<file path="config.mk">
export PLATFORM = sky130hd
export DESIGN_NAME = t1fa_frame_aligner
export DESIGN_NICKNAME = d
export VERILOG_FILES = /design/src/hdl/t1fa_pkg.sv /design/src/hdl/t1fa_frame_aligner.sv
export VERILOG_INCLUDE_DIRS = /design/src /design/src/hdl
export SDC_FILE = /design/constraint.sdc
export NUM_CORES = 1
export LEC_CHECK = 0
export BUFFER_PORTS_ARGS = -buffer_cell sky130_fd_sc_hd__buf_2
export CAP_MARGIN = 20
export CORE_ASPECT_RATIO = 0.8
export CORE_MARGIN = 1
export CORE_UTILIZATION = 30
export DETAILED_ROUTE_END_ITERATION = 8
export GPL_ROUTABILITY_DRIVEN = 0
export PLACE_DENSITY = 0.54
export SLEW_MARGIN = 25
export SYNTH_ARGS = -nofsm -noshare
export SYNTH_HDL_FRONTEND = slang
export SYNTH_SLANG_ARGS = --single-unit
</file>
<file path="constraint.sdc">
create_clock -name sys_clk -period 7.95 [get_ports sys_clk]
set_input_delay 0.795 -clock sys_clk [delete_from_list [all_inputs] [get_ports sys_clk]]
set_output_delay 0.795 -clock sys_clk [all_outputs]
set_load 0.05 [all_outputs]
</file>
<file path="src/hdl/t1fa_consts.svh">
// Purpose: Constants of the T1 frame aligner control block
// Assumes: Included by the package; the aligner module uses its macros without including it
// Notes: Register address on the bus equals the register index
`ifndef T1FA_CONSTS_SVH
`define T1FA_CONSTS_SVH

`define T1FA_CFG_IDX 8'h20
`define T1FA_IEN_IDX 8'h21
`define T1FA_STS_IDX 8'h22
`define T1FA_CFG_RST 8'h00
`define T1FA_IEN_RST 8'h00
`define T1FA_RD_IDLE 8'h00

`define T1FA_RATIO_2OF4 2'h0
`define T1FA_RATIO_2OF5 2'h1
`define T1FA_RATIO_2OF6 2'h2
`define T1FA_SPAN_2OF4 4'h4
`define T1FA_SPAN_2OF5 4'h5
`define T1FA_SPAN_2OF6 4'h6
`define T1FA_SPAN_T1DM 4'hc
`define T1FA_THR_STD 4'h2
`define T1FA_THR_T1DM 4'h4
`define T1FA_HIST_LEN 12
`define T1FA_NCAND 8

`define T1FA_FMS_SF 2'h0
`define T1FA_FMS_T1DM 2'h1
`define T1FA_FMS_SLC 2'h2
`define T1FA_FDL_FULL 2'h0
`define T1FA_FDL_HALF_A 2'h1
`define T1FA_FDL_HALF_B 2'h2
`define T1FA_FDL_PHASE_A 2'h3
`define T1FA_FDL_PHASE_B 2'h1

`define T1FA_SFE_THR 3'h2
`endif

</file>
<file path="src/hdl/t1fa_pkg.sv">
// Purpose: Types of the T1 frame aligner control block
// Assumes: Constants come from the consts header
// Notes: Field order of the packed structs is the register bit order
`include "t1fa_consts.svh"
package t1fa_pkg;

  typedef enum logic [1:0] {FMT_SF = 2'h0, FMT_T1DM = 2'h1, FMT_SLC = 2'h2, FMT_ESF = 2'h3}
    t1fa_fmt_type;

  typedef enum logic {ALIGN_SEARCH = 1'b0, ALIGN_LOCKED = 1'b1} t1fa_align_type;

  typedef struct packed {
    logic [1:0] out_of_frame_ratio_sel;
    logic esf_search_algo_sel;
    logic esf_sel;
    logic frame_mode_sel_hi;
    logic frame_mode_sel_lo;
    logic [1:0] unused;
  } t1fa_cfg_type;

  typedef struct packed {
    logic unused;
    logic test_speedup;
    logic align_change_irq_en;
    logic framing_error_irq_en;
    logic bit_error_event_irq_en;
    logic severe_framing_irq_en;
    logic mimic_irq_en;
    logic aligned_change_irq_en;
  } t1fa_ien_type;

  typedef struct packed {
    logic align_change_flag;
    logic framing_error_flag;
    logic bit_error_event_flag;
    logic severe_framing_flag;
    logic mimic_change_flag;
    logic aligned_change_flag;
  } t1fa_evt_type;

  typedef struct packed {
    logic [7:0] addr;
    logic [7:0] wr_data;
    logic wr;
    logic rd;
  } t1fa_bus_in_type;

  typedef struct packed {
    logic fbit_strobe;
    logic fbit_error;
    logic fbit_data;
    logic [4:0] frame_num;
    logic sync_err;
    logic crc_err;
    logic sf_end;
    logic cand_valid;
    logic [`T1FA_NCAND-1:0] cand_match;
    logic [`T1FA_NCAND-1:0] cand_crc_ok;
  } t1fa_search_in_type;

  typedef struct packed {
    t1fa_cfg_type cfg;
    t1fa_ien_type ien;
    t1fa_evt_type flags;
    t1fa_align_type align;
    logic mimic;
    logic [2:0] pos;
    logic had_pos;
    logic [`T1FA_HIST_LEN-1:0] hist;
    logic [1:0] sfe_cnt;
    logic [7:0] rd_data;
    logic irq_n;
    logic fdl_bit;
    logic fdl_valid;
  } t1fa_state_type;

endpackage

</file>
<file path="src/hdl/t1fa_frame_aligner.sv">
// Purpose: T1 frame aligner configuration, lock control and event reporting
// Assumes: Search datapath on sys_clk presents framing bits and candidates
// Notes: Register bus address equals the register index
`timescale 1ns/10ps
module t1fa_frame_aligner (
  input wire logic sys_clk,
  input wire logic rst_n,
  input wire t1fa_pkg::t1fa_bus_in_type bus_in,
  input wire t1fa_pkg::t1fa_search_in_type search_in,
  output logic [7:0] rd_data,
  output logic irq_out_n,
  output logic frame_locked_state,
  output logic mimic_present,
  output logic fdl_bit,
  output logic fdl_valid
);
  import t1fa_pkg::*;

  t1fa_state_type st;
  t1fa_state_type next_st;
  t1fa_evt_type ev;
  t1fa_fmt_type fmt;
  logic rd_sts;
  logic lock_now;
  logic [2:0] lock_pos;
  logic [`T1FA_HIST_LEN-1:0] hist_new;
  logic [2:0] sfe_sum;
  logic fbit_err;

  function automatic logic [7:0] byte_addr(input logic [7:0] idx);
    return idx;
  endfunction

  function automatic logic [3:0] ones_in(input logic [`T1FA_HIST_LEN-1:0] hist,
                                         input logic [3:0] span);
    logic [3:0] n;
    n = 4'h0;
    for (int i = 0; i < `T1FA_HIST_LEN; i++)
    begin
      if (4'(i) < span && hist[i])
      begin
        n = n + 4'h1;
      end
    end
    return n;
  endfunction

  function automatic logic [3:0] popcnt(input logic [`T1FA_NCAND-1:0] v);
    logic [3:0] n;
    n = 4'h0;
    for (int i = 0; i < `T1FA_NCAND; i++)
    begin
      n = n + 4'(v[i]);
    end
    return n;
  endfunction

  function automatic logic [2:0] first_idx(input logic [`T1FA_NCAND-1:0] v);
    logic [2:0] p;
    p = 3'h0;
    for (int i = `T1FA_NCAND - 1; i >= 0; i--)
    begin
      if (v[i])
      begin
        p = 3'(i);
      end
    end
    return p;
  endfunction

  function automatic t1fa_fmt_type decode_fmt(input t1fa_cfg_type c);
    logic [1:0] fms;
    fms = {c.frame_mode_sel_hi, c.frame_mode_sel_lo};
    if (c.esf_sel)
    begin
      return FMT_ESF;
    end
    case (fms)
      `T1FA_FMS_SF: return FMT_SF;
      `T1FA_FMS_SLC: return FMT_SLC;
      default: return FMT_T1DM;
    endcase
  endfunction

  function automatic logic [3:0] lof_span(input t1fa_cfg_type c, input t1fa_fmt_type f);
    if (f == FMT_T1DM)
    begin
      return `T1FA_SPAN_T1DM;
    end
    case (c.out_of_frame_ratio_sel)
      `T1FA_RATIO_2OF5: return `T1FA_SPAN_2OF5;
      `T1FA_RATIO_2OF6: return `T1FA_SPAN_2OF6;
      default: return `T1FA_SPAN_2OF4;
    endcase
  endfunction

  function automatic logic fdl_take(input t1fa_cfg_type c, input logic [4:0] fnum);
    case ({c.frame_mode_sel_hi, c.frame_mode_sel_lo})
      `T1FA_FDL_FULL: return fnum[0];
      `T1FA_FDL_HALF_A: return fnum[1:0] == `T1FA_FDL_PHASE_A;
      `T1FA_FDL_HALF_B: return fnum[1:0] == `T1FA_FDL_PHASE_B;
      default: return 1'b0;
    endcase
  endfunction

  always_comb
  begin
    next_st = st;
    ev = '0;
    fmt = decode_fmt(st.cfg);
    rd_sts = bus_in.rd && bus_in.addr == byte_addr(`T1FA_STS_IDX);
    lock_now = 1'b0;
    lock_pos = 3'h0;
    hist_new = {st.hist[`T1FA_HIST_LEN-2:0], search_in.fbit_error};
    fbit_err = search_in.fbit_strobe && search_in.fbit_error;
    sfe_sum = 3'(st.sfe_cnt) + 3'(fbit_err)
      + 3'(fmt == FMT_T1DM && search_in.sync_err);

    // Mimic detection from candidate set
    if (search_in.cand_valid)
    begin
      next_st.mimic = popcnt(search_in.cand_match) > 4'h1;
      ev.mimic_change_flag = next_st.mimic != st.mimic;
    end

    case (st.align)
      ALIGN_SEARCH:
      begin
        if (search_in.cand_valid)
        begin
          if (fmt == FMT_ESF && st.cfg.esf_search_algo_sel)
          begin
            lock_now = |(search_in.cand_match & search_in.cand_crc_ok);
            lock_pos = first_idx(search_in.cand_match & search_in.cand_crc_ok);
          end
          else
          begin
            lock_now = popcnt(search_in.cand_match) == 4'h1;
            lock_pos = first_idx(search_in.cand_match);
          end
        end
        if (lock_now)
        begin
          next_st.align = ALIGN_LOCKED;
          ev.aligned_change_flag = 1'b1;
          ev.align_change_flag = st.had_pos && lock_pos != st.pos;
          next_st.pos = lock_pos;
          next_st.had_pos = 1'b1;
          next_st.hist = '0;
          next_st.sfe_cnt = '0;
        end
      end
      ALIGN_LOCKED:
      begin
        ev.framing_error_flag = fbit_err;
        case (fmt)
          FMT_ESF: ev.bit_error_event_flag = search_in.crc_err;
          FMT_T1DM: ev.bit_error_event_flag = fbit_err || search_in.sync_err;
          default: ev.bit_error_event_flag = fbit_err;
        endcase
        ev.severe_framing_flag = 3'(st.sfe_cnt) < `T1FA_SFE_THR
          && sfe_sum >= `T1FA_SFE_THR;
        if (search_in.sf_end)
        begin
          next_st.sfe_cnt = '0;
        end
        else
        begin
          next_st.sfe_cnt = sfe_sum >= `T1FA_SFE_THR ? 2'(`T1FA_SFE_THR) : sfe_sum[1:0];
        end
        if (search_in.fbit_strobe)
        begin
          next_st.hist = hist_new;
          if (ones_in(hist_new, lof_span(st.cfg, fmt)) >=
              (fmt == FMT_T1DM ? `T1FA_THR_T1DM : `T1FA_THR_STD))
          begin
            next_st.align = ALIGN_SEARCH;
            ev.aligned_change_flag = 1'b1;
            next_st.hist = '0;
          end
        end
      end
      default:
      begin
        next_st.align = ALIGN_SEARCH;
      end
    endcase

    // Facility data link extraction
    next_st.fdl_valid = st.align == ALIGN_LOCKED && fmt == FMT_ESF
      && search_in.fbit_strobe && fdl_take(st.cfg, search_in.frame_num);
    if (next_st.fdl_valid)
    begin
      next_st.fdl_bit = search_in.fbit_data;
    end

    // Register writes
    if (bus_in.wr && bus_in.addr == byte_addr(`T1FA_CFG_IDX))
    begin
      next_st.cfg = t1fa_cfg_type'(bus_in.wr_data);
      next_st.cfg.unused = '0;
    end
    if (bus_in.wr && bus_in.addr == byte_addr(`T1FA_IEN_IDX))
    begin
      next_st.ien = t1fa_ien_type'(bus_in.wr_data);
      next_st.ien.unused = 1'b0;
    end

    // Register reads, data in following cycle only
    next_st.rd_data = `T1FA_RD_IDLE;
    if (bus_in.rd)
    begin
      if (bus_in.addr == byte_addr(`T1FA_CFG_IDX))
      begin
        next_st.rd_data = st.cfg;
      end
      else if (bus_in.addr == byte_addr(`T1FA_IEN_IDX))
      begin
        next_st.rd_data = st.ien;
      end
      else if (rd_sts)
      begin
        next_st.rd_data = {st.flags, st.mimic, st.align == ALIGN_LOCKED};
      end
    end

    // Latched flags, new event beats the read clear
    next_st.flags = (rd_sts ? t1fa_evt_type'('0) : st.flags) | ev;
    next_st.irq_n = ~|(next_st.flags & next_st.ien[5:0]);
  end

  always_ff @(posedge sys_clk or negedge rst_n)
  begin
    if (!rst_n)
    begin
      st <= '0;
      st.cfg <= `T1FA_CFG_RST;
      st.ien <= `T1FA_IEN_RST;
      st.irq_n <= 1'b1;
    end
    else
    begin
      st <= next_st;
    end
  end

  assign rd_data = st.rd_data;
  assign irq_out_n = st.irq_n;
  assign frame_locked_state = st.align;
  assign mimic_present = st.mimic;
  assign fdl_bit = st.fdl_bit;
  assign fdl_valid = st.fdl_valid;
endmodule // t1fa_frame_aligner

</file>
* Word-level counts from Yosys, hierarchy flattened *
Cells that the tools add are included.

operators by class
  add/sub/neg operators = 20
  $lt $le $gt $ge = 16
  equality and inequality tests = 16
  multiplexer cells = 96
  bitwise logic cells = 4
  reduce and logical (&&, ||, !) cells = 30

operators by type and width
  cell                   count
  $mux W4                39
  $mux W3                21
  $add A4 B1 Y4 const B  11
  $mux W8                4
  $pmux W13 S2           1
  $eq A8 B6 Y1 const B   3
  $logic_and A1 B1 Y1    23
  $mux W11               2
  $add A4 B1 Y4          4
  $lt A3 B4 Y1 const A   4
  $lt A4 B4 Y1 const A   4
  $mux W1                16
  $mux W13               1
  $mux W6                2
  $and A8 B8 Y8          1
  $eq A2 B1 Y1 const B   4
  $eq A2 B2 Y1 const B   4
  $lt A1 B4 Y1 const A   2
  $lt A2 B4 Y1 const A   2
  $mux W2                4
  $pmux W2 S2            2
  $reduce_or A8 Y1       1
  $add A2 B1 Y3          2
  $and A6 B6 Y6          1
  20 further kinds       24

word-level totals
  register bits after elaboration = 49
  output and inout bits = 13
  word-level logic and storage cells = 210

* Longest topological paths before layout *
Gate-level depths: netlist of run 1.

  depth in word-level cells = 67
  mapped depth = 34

* Least setup slack after synthesis of run 1 *
OpenSTA, ideal clock, no wires.

  kind = input port to flip-flop
  start = input search_in[26] in the netlist's numbering
  end = register st (netlist bit hist_new[10])
  data arrival time = 6611 ps
  slack = 1264 ps
  stages on the path = 33
  cells stage by stage = inv_1 ha_1 xor2_2 xnor2_4 clkinv_1 ha_1 o211ai_1 o41ai_2 ha_1 and2_1 a211oi_1 a21oi_1 xnor2_1 o211ai_1 and3_1 ha_1 a21oi_1 a22o_1 xnor2_1 o22ai_1 ha_1 mux2i_1 o22ai_1 ha_1 nand2_1 xor2_1 nor2_1 xnor2_1 ha_1 a21oi_1 clkbuf_1 nand4_1 o21ai_2

on the way
  word-level cells in the longest chain between the ends = 52

ends and longest elaborated chain
  element                  line                       RTL
  start, declared          t1fa_frame_aligner.sv:9    input wire t1fa_pkg::t1fa_search_in_type search_in,
  $logic_and A1 B1 Y1 (*)  t1fa_frame_aligner.sv:40   if (4'(i) < span && hist[i])
  $mux W1 (*)              t1fa_frame_aligner.sv:40
  $mux W4 (*)              t1fa_frame_aligner.sv:171  if (search_in.fbit_strobe)
  $mux W4 (*)              t1fa_frame_aligner.sv:126  case (st.align)
  $add A4 B1 Y4            t1fa_frame_aligner.sv:42   n = n + 4'h1;
  $mux W4 (*)              t1fa_frame_aligner.sv:40
  $mux W4 (*)              t1fa_frame_aligner.sv:171
  $mux W4 (*)              t1fa_frame_aligner.sv:126
  (+36 left out)           n/a
  $add A4 B1 Y4            t1fa_frame_aligner.sv:42
  $mux W4 (*)              t1fa_frame_aligner.sv:40
  $mux W4 (*)              t1fa_frame_aligner.sv:171
  $mux W4 (*)              t1fa_frame_aligner.sv:126
  $ge A4 B3 Y1 (*)         t1fa_frame_aligner.sv:174  if (ones_in(hist_new, lof_span(st.cfg, fmt)) >=
  $mux W11 (*)             t1fa_frame_aligner.sv:174
  $mux W11 (*)             t1fa_frame_aligner.sv:171
  $pmux W13 S2 (*)         t1fa_frame_aligner.sv:126
  end signal, assigned     t1fa_frame_aligner.sv:243  st <= next_st;
  end, declared            t1fa_frame_aligner.sv:19   t1fa_state_type st;

Mark *: on every way between the ends. The rest lies on a longest branch, timed or not. The select of a mux whose other input is x is not followed.
A chain may end at the register's enable or synchronous reset.

* Worst setup path in the final report of run 1 *
  start = input search_in[26] in the netlist's numbering
  end = register st (netlist bit hist_new[6])

Same word-level chain as after synthesis.

==> results_dict.tcl, run 1 <==
set metrics [dict create \
    cts_buffers 5 \
    min_from "st[25]" \
    die_w_um 132 \
    min_path_type "flop to flop" \
    crit_required_ns 8.16 \
    cp-start-kind "primary input" \
    synthesis.area_um2 4080 \
    synth_top_area_share_pct 29.4 \
    synth-seq-cells 49 \
    run_status "finished, final reports clean" \
    cts.htree.levels 2 \
    synth.most_common_cell "nand2_1" \
    synth_xor_area_share_pct 10.5 \
    synth_edf_count 0 \
    multiInputGateArea_um2 2590 \
    synth_area_per_cell_um2 8.89 \
    synth_adder_area_share_pct 7.97 \
    insertion_delay_ns 0.28 \
    rsz0062_at_grt "false" \
    die-area_um2 14100 \
    setup_viol_count_final 0 \
    synthArstFlopShare_pct 100 \
    die_h_um 106 \
    netlist_top_cells_area "dfrtp_1 (29%), nand2_1 (5.6%), ha_1 (5.5%)" \
    crit_path_start "search_in[26]" \
    grt_overflow 0 \
    start_util_pct 31.3 \
    io_pins 61 \
    hold_viol_final 0 \
    path_max_fanout 13 \
    root_buffer "clkbuf_16" \
    cp_common_cell "ha_1" \
    drtAntennaViolNets 0 \
    antenna_cells 0 \
    synthTopCellsByCount "nand2_1 (61), dfrtp_1 (48), inv_1 (27)" \
    grt_max_degree 50 \
    use_met1_pct 22.1 \
    antenna_found_initial 0 \
    seqCellArea_um2 1230 \
    dp_hpwl_um 7800 \
    layout.nets 569 \
    power.density_nw_per_um2 421 \
    grt_pass1_vias 3316 \
    seq_area_frac_synth_pct 30.1 \
    wl_um 9890 \
    cts_buffer_depth 2 \
    ctsResizeCount 0 \
    r2r_slack_ns 1.12 \
    core_area_um2 13100 \
    syn_to_final_growth_pct 12.7 \
    cellLeakagePower_nw 2.06 \
    dr.pass1.iters 4 \
    max_stage_delay_ns 0.41 \
    yosysUniqueCellTypes 70 \
    clkTransAtPathRegs_ns 0.06 \
    fillerInstances 1385 \
    grt.busiest_layer "met2" \
    report.power.total_w 0.00194 \
    drive_above_1_share_pct 21.8 \
    critPathKind "primary input to flop" \
    vias 3446 \
    grt_use_met2_pct 22.2 \
    slowest_stage "ha_1" \
    synth-simple-area-share_pct 19.1 \
    ys.flop_type "dfrtp_1" \
    cp-end-kind "flop" \
    synth_compound_area_share_pct 20.2 \
    finalClockSkew_ns 0.00563 \
    placement.io_buffers 57 \
    synth.area.mux_share_pct 5.61 \
    grtUsageTotal_pct 14.7 \
    postCtsSetupBuffers 0 \
    rows 37 \
    tightest_slew_ns 0.896 \
    min_period_over_period_pct 89.3 \
    peakVddDrop_uv 169 \
    yosysWarnings 0 \
    wl_per_cell_um 14.7 \
    cts_tree "yes" \
    met3_usage_pct 2.34 \
    maxCapViolCount 0 \
    grt_pass1_wl_um 16800 \
    fin_setup_tns_ns 0 \
    drc 0 \
    max_slew_margin_pct 40.3 \
    arrival_ns 7.31 \
    cts_hold_buf 0 \
    synth_top_family_by_area "compound AO/OA/AOI/OAI gates" \
    period_needed_ns 7.10 \
    synthCells 459 \
    synth_top_cell_by_area "dfrtp_1" \
    cts_sinks 49 \
    rr_startpoint "hist_new[1]" \
    via_per_inst 5.11 \
    maxSlewViolCount 0 \
    synth.net_count 530 \
    drt_iter0_markers 275 \
    fmax_mhz 141 \
]
==> stage by stage <==
step                      util [%]  hold WS [ns]  setup slack, ns  instances  cell area [um2]
after detailed placement      34.2         0.472            0.622        666             4460
after floorplan                  -         0.455             1.26        459             4080
after global placement        34.2         0.469            0.718        666             4460
after global routing          35.2         0.518            0.328        674             4600
after CTS                     35.2         0.488            0.871        674             4600
final                         35.2         0.486            0.847        674             4600
==> metal layers <==
metal	wire [um]	vias up
li1	-	1717
met4	61	0
met5	0	-
met1	5230	1669
met2	4160	56
met3	443	4
==> area by class of cell <==
type,count,share of cell area [%]
well taps,175,4.76
clock inverters,1,0.109
clock buffers,7,2.88
flip-flops and latches,49,26.7
repair buffers,61,6.86
inverters,30,2.45
multi-input cells,351,56.3
==> flip-flops by register name (all words and copies together), names as in the netlist <==
signal              cells
fdl_bit                 1
rd_data                 8
frame_locked_state      1
mimic_present           1
irq_out_n               1
st                     25
fdl_valid               1
hist_new               11
==> where the power goes <==
| part | internal, W | switching [W] |
|---|---|---|
| Clock | 0.000116 | 0.0000881 |
| Sequential | 0.000299 | 0.0000748 |
| Combinational | 0.000582 | 0.000775 |
==> final timing paths <==
path | depth (start not counted) | end
worst max-delay path | 34 | hist_new[6]
min in group asynchronous | 2 | rd_data[3]
worst min register to register | 1 | st[25]
worst min-delay path | 1 | st[25]
max in group asynchronous | 2 | st[26]
worst max register to register | 33 | hist_new[6]
==> kinds of logic after synthesis <==
kind of cell	count (synthesis)
simple gates	152
fa+ha+maj	23
flops	49
mux	21
compound gates	115
buf+inv	59
xor+xnor	40
==> cells in the final DEF (no fill, tap or decap), types with 3 or more instances in the layout <==
cell type  Yosys  layout
dfrtp_1       48      48
a211o_1        4       4
a32oi_1        4       4
nor2_1        21      21
o21a_1         3       3
a21o_1         3       3
a22o_1         3       3
a21oi_1       21      21
a211oi_1       3       3
a21boi_0       3       3
clkbuf_16      0       5
mux2i_1        6       6
fa_1           5       5
or2_2          4       4
nand3b_1       3       3
nor3_1         5       5
buf_4          9       4
ha_1          18      18
nand2b_1       3       3
a22oi_1        9       9
xnor2_1       21      21
o211ai_1       7       7
and3_1         5       5
o21ai_2        9       9
buf_2          3      57
inv_1         27      27
nor2b_1       12      12
and2_1         3       3
nand2_1       61      61
mux2_2        15      15
o22ai_1        8       8
a32o_1         4       4
nand4_1        9       9
xor2_1        13      13
nand3_1       13      13
o21ai_0       17      17
==> critical path: cells and delay by family <==
family,cells,cell delay (ns)
adder cells (fa/ha/maj),7,2.20
AO/OA/AOI/OAI,11,1.77
XOR/XNOR,6,1.15
AND/OR/NAND/NOR,5,0.72
buffers and inverters,4,0.65
multiplexers,1,0.06
No activity file was read; power rests on OpenSTA's default activity.
==> inputs of run 2 (changes only) <==
--- a/config.mk
+++ b/config.mk
@@ -13,6 +13,7 @@
 export CORE_UTILIZATION = 30
 export DETAILED_ROUTE_END_ITERATION = 8
 export GPL_ROUTABILITY_DRIVEN = 0
+export MAX_ROUTING_LAYER = met4
 export PLACE_DENSITY = 0.54
 export SLEW_MARGIN = 25
 export SYNTH_ARGS = -nofsm -noshare
==> run 2 against run 1 <==
Against the previous run:
- first-iteration DRC count down 1.5%
- cell count unchanged
- flip-flop and latch count unchanged
- die area unchanged
- power up 0.18%
- largest cell class unchanged
- clock skew up 0.0020 ns
- global-route usage up 0.42 points
- worst hold slack worse by 0.00052 ns
- count of clock-buffer cells in the layout unchanged
- sequential power about the same
==> results_dict.tcl, run 2 (same netlist as run 1, synthesis figures left out) <==
set metrics [dict create \
    io_pins 61 \
    cts_tree "yes" \
    setup_viol_count_final 0 \
    final_common_cell "nand2_1" \
    antenna_found_initial 0 \
    cts_sinks 49 \
    postLayoutCellArea_um2 4600 \
    final_cell_mix "nand2_1 (61), buf_2 (57), dfrtp_1 (48)" \
    start_util_pct 31.3 \
    tightest_slew_ns 0.908 \
    worst_slack_ns 0.853 \
    die_w_um 132 \
    grt_overflow 0 \
    path_max_fanout 13 \
    postCtsSetupBuffers 0 \
    drive_above_1_share_pct 21.8 \
    placed_area_um2 4460 \
    pre_cts_slack_ns 0.622 \
    clkTransAtPathRegs_ns 0.07 \
    cts_buffer_depth 2 \
    power.density_nw_per_um2 422 \
    antenna_cells 0 \
    fin_setup_tns_ns 0 \
    dr.pass1.iters 4 \
    grt_pass1_wl_um 16800 \
    min_period_over_period_pct 89.3 \
    r2r_slack_ns 1.12 \
    drt_iter0_markers 271 \
    root_buffer "clkbuf_16" \
    crit_required_ns 8.16 \
    critPathKind "primary input to flop" \
    die_h_um 106 \
    placement.io_buffers 57 \
    ctsResizeCount 0 \
    wl_um 9930 \
    core_area_um2 13100 \
    grt_pass1_vias 3319 \
    drc 0 \
    largest_reg_flops 25 \
    finalClockSkew_ns 0.00768 \
    grt_max_degree 50 \
    run_status "finished, final reports clean" \
    rsz0062_at_grt "false" \
    drtAntennaViolNets 0 \
    reg2reg_depth 33 \
    cts_buffers 5 \
    dp.cells 666 \
    dp_hpwl_um 7800 \
    hold_viol_final 0 \
    fmax_mhz 141 \
    crit_path_start "search_in[26]" \
    period_needed_ns 7.10 \
    postLayoutCoreUtil_pct 35.2 \
    die-area_um2 14100 \
    syn_to_final_growth_pct 12.7 \
    regMostFlops "st" \
    slowest_stage "ha_1" \
    cts.htree.levels 2 \
    via_per_inst 5.16 \
    reg2reg_to "hist_new[6]" \
    peakVddDrop_uv 170 \
    grtUsageTotal_pct 15.1 \
    insertion_delay_ns 0.28 \
    cp_common_cell "ha_1" \
    layoutNonFillerInstCount 674 \
    arrival_ns 7.31 \
    fillerInstances 1385 \
    maxSlewViolCount 0 \
    layout.nets 569 \
    min_path_type "flop to flop" \
    rr_startpoint "hist_new[1]" \
    max_slew_margin_pct 39.5 \
    cts_hold_buf 0 \
    cp-start-kind "primary input" \
    maxCapViolCount 0 \
    rows 37 \
    cp-end-kind "flop" \
    wl_per_cell_um 14.7 \
    cellLeakagePower_nw 2.06 \
    max_stage_delay_ns 0.41 \
    hold_depth 1 \
    vias 3475 \
    setup.worst_path.end "hist_new[6]" \
]
## run 2: cell counts in the layout (fill, tap and decap cells not counted)
Identical to the previous run, type by type.
## run 2: layout make-up
cell class | instances | area, um2 | share of cell area [%]
inverters | 30 | 113 | 2.45
well taps | 175 | 219 | 4.76
repair buffers | 61 | 315 | 6.86
clock buffers | 7 | 133 | 2.88
clock inverters | 1 | 5.00 | 0.109
flip-flops and latches | 49 | 1230 | 26.7
multi-input cells | 351 | 2590 | 56.3
## run 2: routing by layer
metal,vias to the layer above,share of wire [%],track usage [%]
met5,-,0,-
li1,1716,-,-
met4,0,0.63,2.13
met2,72,42,22.2
met3,4,4.4,2.24
met1,1683,53,22.1
## run 2: report_power, final
part / switching, W / leakage, nW / total, W / internal (W)
clock network: 0.0000878 / 0.0679 / 0.000204 / 0.000116
logic: 0.000779 / 1.37 / 0.00136 / 0.000582
registers: 0.0000751 / 0.622 / 0.000374 / 0.000299
total: 0.000942 / 2.06 / 0.00194 / 0.000998
## run 2: worst min-delay path by stage
stage / startpoint / to / slack (ns)
after global placement: st[25] / st[25] / 0.47
after CTS: st[25] / st[25] / 0.49
after detailed placement: st[25] / st[25] / 0.47
after floorplan: st[25] / st[25] / 0.45
after global routing: st[25] / st[25] / 0.52
final: st[25] / st[25] / 0.49
## run 2: through the flow
stage	total power [W]	hold WS (ns)
4_1_cts	0.00194	0.488
6_report	0.00194	0.485
3_3_place_gp	0.00169	0.469
2_1_floorplan	0.00145	0.455
5_1_grt	0.00213	0.518
3_5_place_dp	0.00172	0.472
## run 2: worst max-delay path, delay by kind of cell
kind            cells  cell delay (ns)
compound gates     11             1.77
xor+xnor            6             1.15
fa+ha+maj           7             2.20
buf+inv             4             0.66
mux                 1             0.06
simple gates        5             0.71
==> inputs of run 3 (changes only) <==
--- a/config.mk
+++ b/config.mk
@@ -6,6 +6,7 @@
 export SDC_FILE = /design/constraint.sdc
 export NUM_CORES = 1
 export LEC_CHECK = 0
+export ABC_AREA = 1
 export BUFFER_PORTS_ARGS = -buffer_cell sky130_fd_sc_hd__buf_2
 export CAP_MARGIN = 20
 export CORE_ASPECT_RATIO = 0.8
@@ -14,7 +15,7 @@
 export DETAILED_ROUTE_END_ITERATION = 8
 export GPL_ROUTABILITY_DRIVEN = 0
 export MAX_ROUTING_LAYER = met4
-export PLACE_DENSITY = 0.54
+export PLACE_DENSITY = 0.55
 export SLEW_MARGIN = 25
 export SYNTH_ARGS = -nofsm -noshare
 export SYNTH_HDL_FRONTEND = slang
==> run 3 against run 2 <==
Against the previous run:
- utilization grew 0.52 points
- synthesized area decreased by 6.7%
- via count decreased by 2.7%
- global-route usage decreased by 0.39 points
- worst hold slack worse by 0.021 ns
- clock skew is 0.0041 ns lower
- die area is 6.5% lower
- non-clock buffer count fell by 4
- critical path depth is 6 higher
- synthesized cell count up 13%
- flip-flop and latch count stayed put
- wire length shrank 13%
- critical path type unchanged
==> results_dict.tcl, run 3 <==
set metrics [dict create \
    netlist_top_cells_area "dfrtp_1 (32%), nand2_1 (13%), inv_1 (8.2%)" \
    critPathTopFamily "simple AND/OR/NAND/NOR gates" \
    min_period_over_period_pct 76.7 \
    drive_above_1_share_pct 21.5 \
    syn_to_final_growth_pct 15.4 \
    antenna_found_initial 2 \
    min_path_type "flop to flop" \
    synth_top_family_by_area "simple AND/OR/NAND/NOR gates" \
    p_clk_share_pct 18.2 \
    max_stage_delay_ns 0.31 \
    cp-start-kind "primary input" \
    tightest_slew_ns 0.765 \
    rsz0062_at_grt "false" \
    die-area_um2 13200 \
    clkTransAtPathRegs_ns 0.07 \
    fmax_mhz 164 \
    run_status "finished, final reports clean" \
    maxCapViolCount 0 \
    intPower_w 0.000720 \
    path_max_fanout 5 \
    wl_um 8690 \
    drc 0 \
    die_h_um 103 \
    synth_top_cell_by_area "dfrtp_1" \
    maxSlewViolCount 0 \
    synth_adder_area_share_pct 8.54 \
    largest_reg_flops 25 \
    drtAntennaViolNets 0 \
    start_util_pct 31.0 \
    wl_per_cell_um 11.7 \
    yosysWarnings 0 \
    vias 3381 \
    period_needed_ns 6.10 \
    synth_compound_area_share_pct 12.5 \
    final_common_cell "nand2_1" \
    postLayoutCellArea_um2 4400 \
    grt_pass1_vias 3185 \
    postCtsSetupBuffers 0 \
    synth_area_per_cell_um2 7.34 \
    crit_required_ns 8.18 \
    grt_max_degree 50 \
    fin_setup_tns_ns 0 \
    die_w_um 128 \
    grt_overflow 0 \
    dp_hpwl_um 7020 \
    critPathKind "primary input to flop" \
    cts_buffer_depth 2 \
    final_cell_mix "nand2_1 (133), inv_1 (83), buf_2 (56)" \
    synth-simple-area-share_pct 34.2 \
    swShare_pct 47.5 \
    dr.pass1.iters 4 \
    report.power.total_w 0.00137 \
    peakVddDrop_uv 126 \
    p_sw_w 0.000651 \
    critPathBufInv 6 \
    cts_tree "yes" \
    insertion_delay_ns 0.29 \
    seq_area_frac_synth_pct 32.2 \
    ys.flop_type "dfrtp_1" \
    cts_hold_buf 0 \
    worst_slack_ns 1.85 \
    regMostFlops "st" \
    hold_viol_final 0 \
    synth.most_common_cell "nand2_1" \
    placed_area_um2 4220 \
    max_slew_margin_pct 48.8 \
    synth_top_area_share_pct 31.5 \
    setup_viol_count_final 0 \
    synth-seq-cells 49 \
    grtUsageTotal_pct 14.7 \
    synth_edf_count 0 \
    arrival_ns 6.32 \
    rows 36 \
    yosysUniqueCellTypes 50 \
    cp_common_cell "nand2_1" \
    slowest_stage "ha_1" \
    synth_xor_area_share_pct 1.15 \
    synthesis.area_um2 3810 \
    cts_buffers 5 \
    grt_pass1_wl_um 15100 \
    p_seq_share_pct 24.9 \
    synthTopCellsByCount "nand2_1 (133), inv_1 (83), nand3_1 (49), dfrtp_1 (48), o21ai_0 (32)" \
    cts_sinks 49 \
    p_comb_share_pct 56.9 \
    cts.htree.levels 2 \
    root_buffer "clkbuf_16" \
    cellLeakagePower_nw 2.30 \
    finalClockSkew_ns 0.00356 \
    power.density_nw_per_um2 312 \
    layout.nets 641 \
    synthArstFlopShare_pct 100 \
    synth.net_count 590 \
    synth.area.mux_share_pct 0 \
    pre_cts_slack_ns 1.53 \
    io_pins 61 \
    cp-end-kind "flop" \
    synthCells 519 \
    placement.io_buffers 57 \
    via_per_inst 4.54 \
    drt_iter0_markers 178 \
    ctsResizeCount 0 \
    core_area_um2 12300 \
]
## run 3: cell count changes in the layout (fill, tap and decap cells not counted), sizes merged, moves of 10 or more
cell,before,now
inv,28,87
mux2,15,0
nand2,61,157
nand3,13,62
nor2,21,31
nor2b,12,0
xnor2,23,4
xor2,14,1
## run 3: kinds of logic (layout without fill, tap and decap cells)
logic type               Yosys count  in the layout
buffers and inverters            102            154
other                              0              2
XOR/XNOR                           5              5
AO/OA/AOI/OAI                     74             74
flip-flops                        49             49
adder cells (fa/ha/maj)           23             23
AND/OR/NAND/NOR                  266            266
## run 3: through the flow
| stage | hold slack [ns] | utilization (%) | std cells |
|---|---|---|---|
| finish | 0.464 | 35.8 | 744 |
| global placement | 0.438 | 34.3 | 734 |
| global route | 0.500 | 35.8 | 744 |
| detailed placement | 0.448 | 34.3 | 734 |
| floorplan | 0.422 | - | 519 |
| CTS | 0.467 | 35.7 | 742 |
## run 3: worst paths after layout
kind                                     from         end  slack [ns]  depth (start not counted)
worst max-delay path            search_in[26]   irq_out_n        1.85                         40
worst min-delay path                   st[25]      st[25]        0.46                          2
worst max register to register    hist_new[1]   irq_out_n        2.06                         40
worst min register to register         st[25]      st[25]        0.46                          2
max in group asynchronous               rst_n      st[48]        7.01                          1
min in group asynchronous               rst_n  rd_data[2]        0.52                          1
## run 3: power groups by stage
| stage | clock network (W) | registers (W) | logic [W] |
|---|---|---|---|
| after floorplan | 0 | 0.000351 | 0.000609 |
| after global placement | 0 | 0.000343 | 0.000754 |
| after detailed placement | 0 | 0.000344 | 0.000786 |
| after CTS | 0.000256 | 0.000340 | 0.000788 |
| after global routing | 0.000268 | 0.000348 | 0.000909 |
| final | 0.000250 | 0.000341 | 0.000780 |
## run 3: layer usage
metal	vias up	global-route usage, %	routed length (um)
met5	-	-	0
met4	0	3.26	80
met3	5	2.96	489
met2	68	22.2	3600
met1	1537	20.2	4520
li1	1771	-	-
## run 3: area by class of cell
cell class                 instances  area [um2]
inverter                          89         337
antenna                            2        5.00
multi-input combinational        368        2150
clock buffer                       6         139
fill                            1308        7900
timing repair buffer              57         288
clock inverter                     2        37.5
sequential                        49        1230
tap                              171         214
## run 3: worst min-delay path, delay by kind of cell (launching register included)
family        cells  cell delay [ns]
buf+inv           1             0.05
simple gates      1             0.06
flops             1             0.32
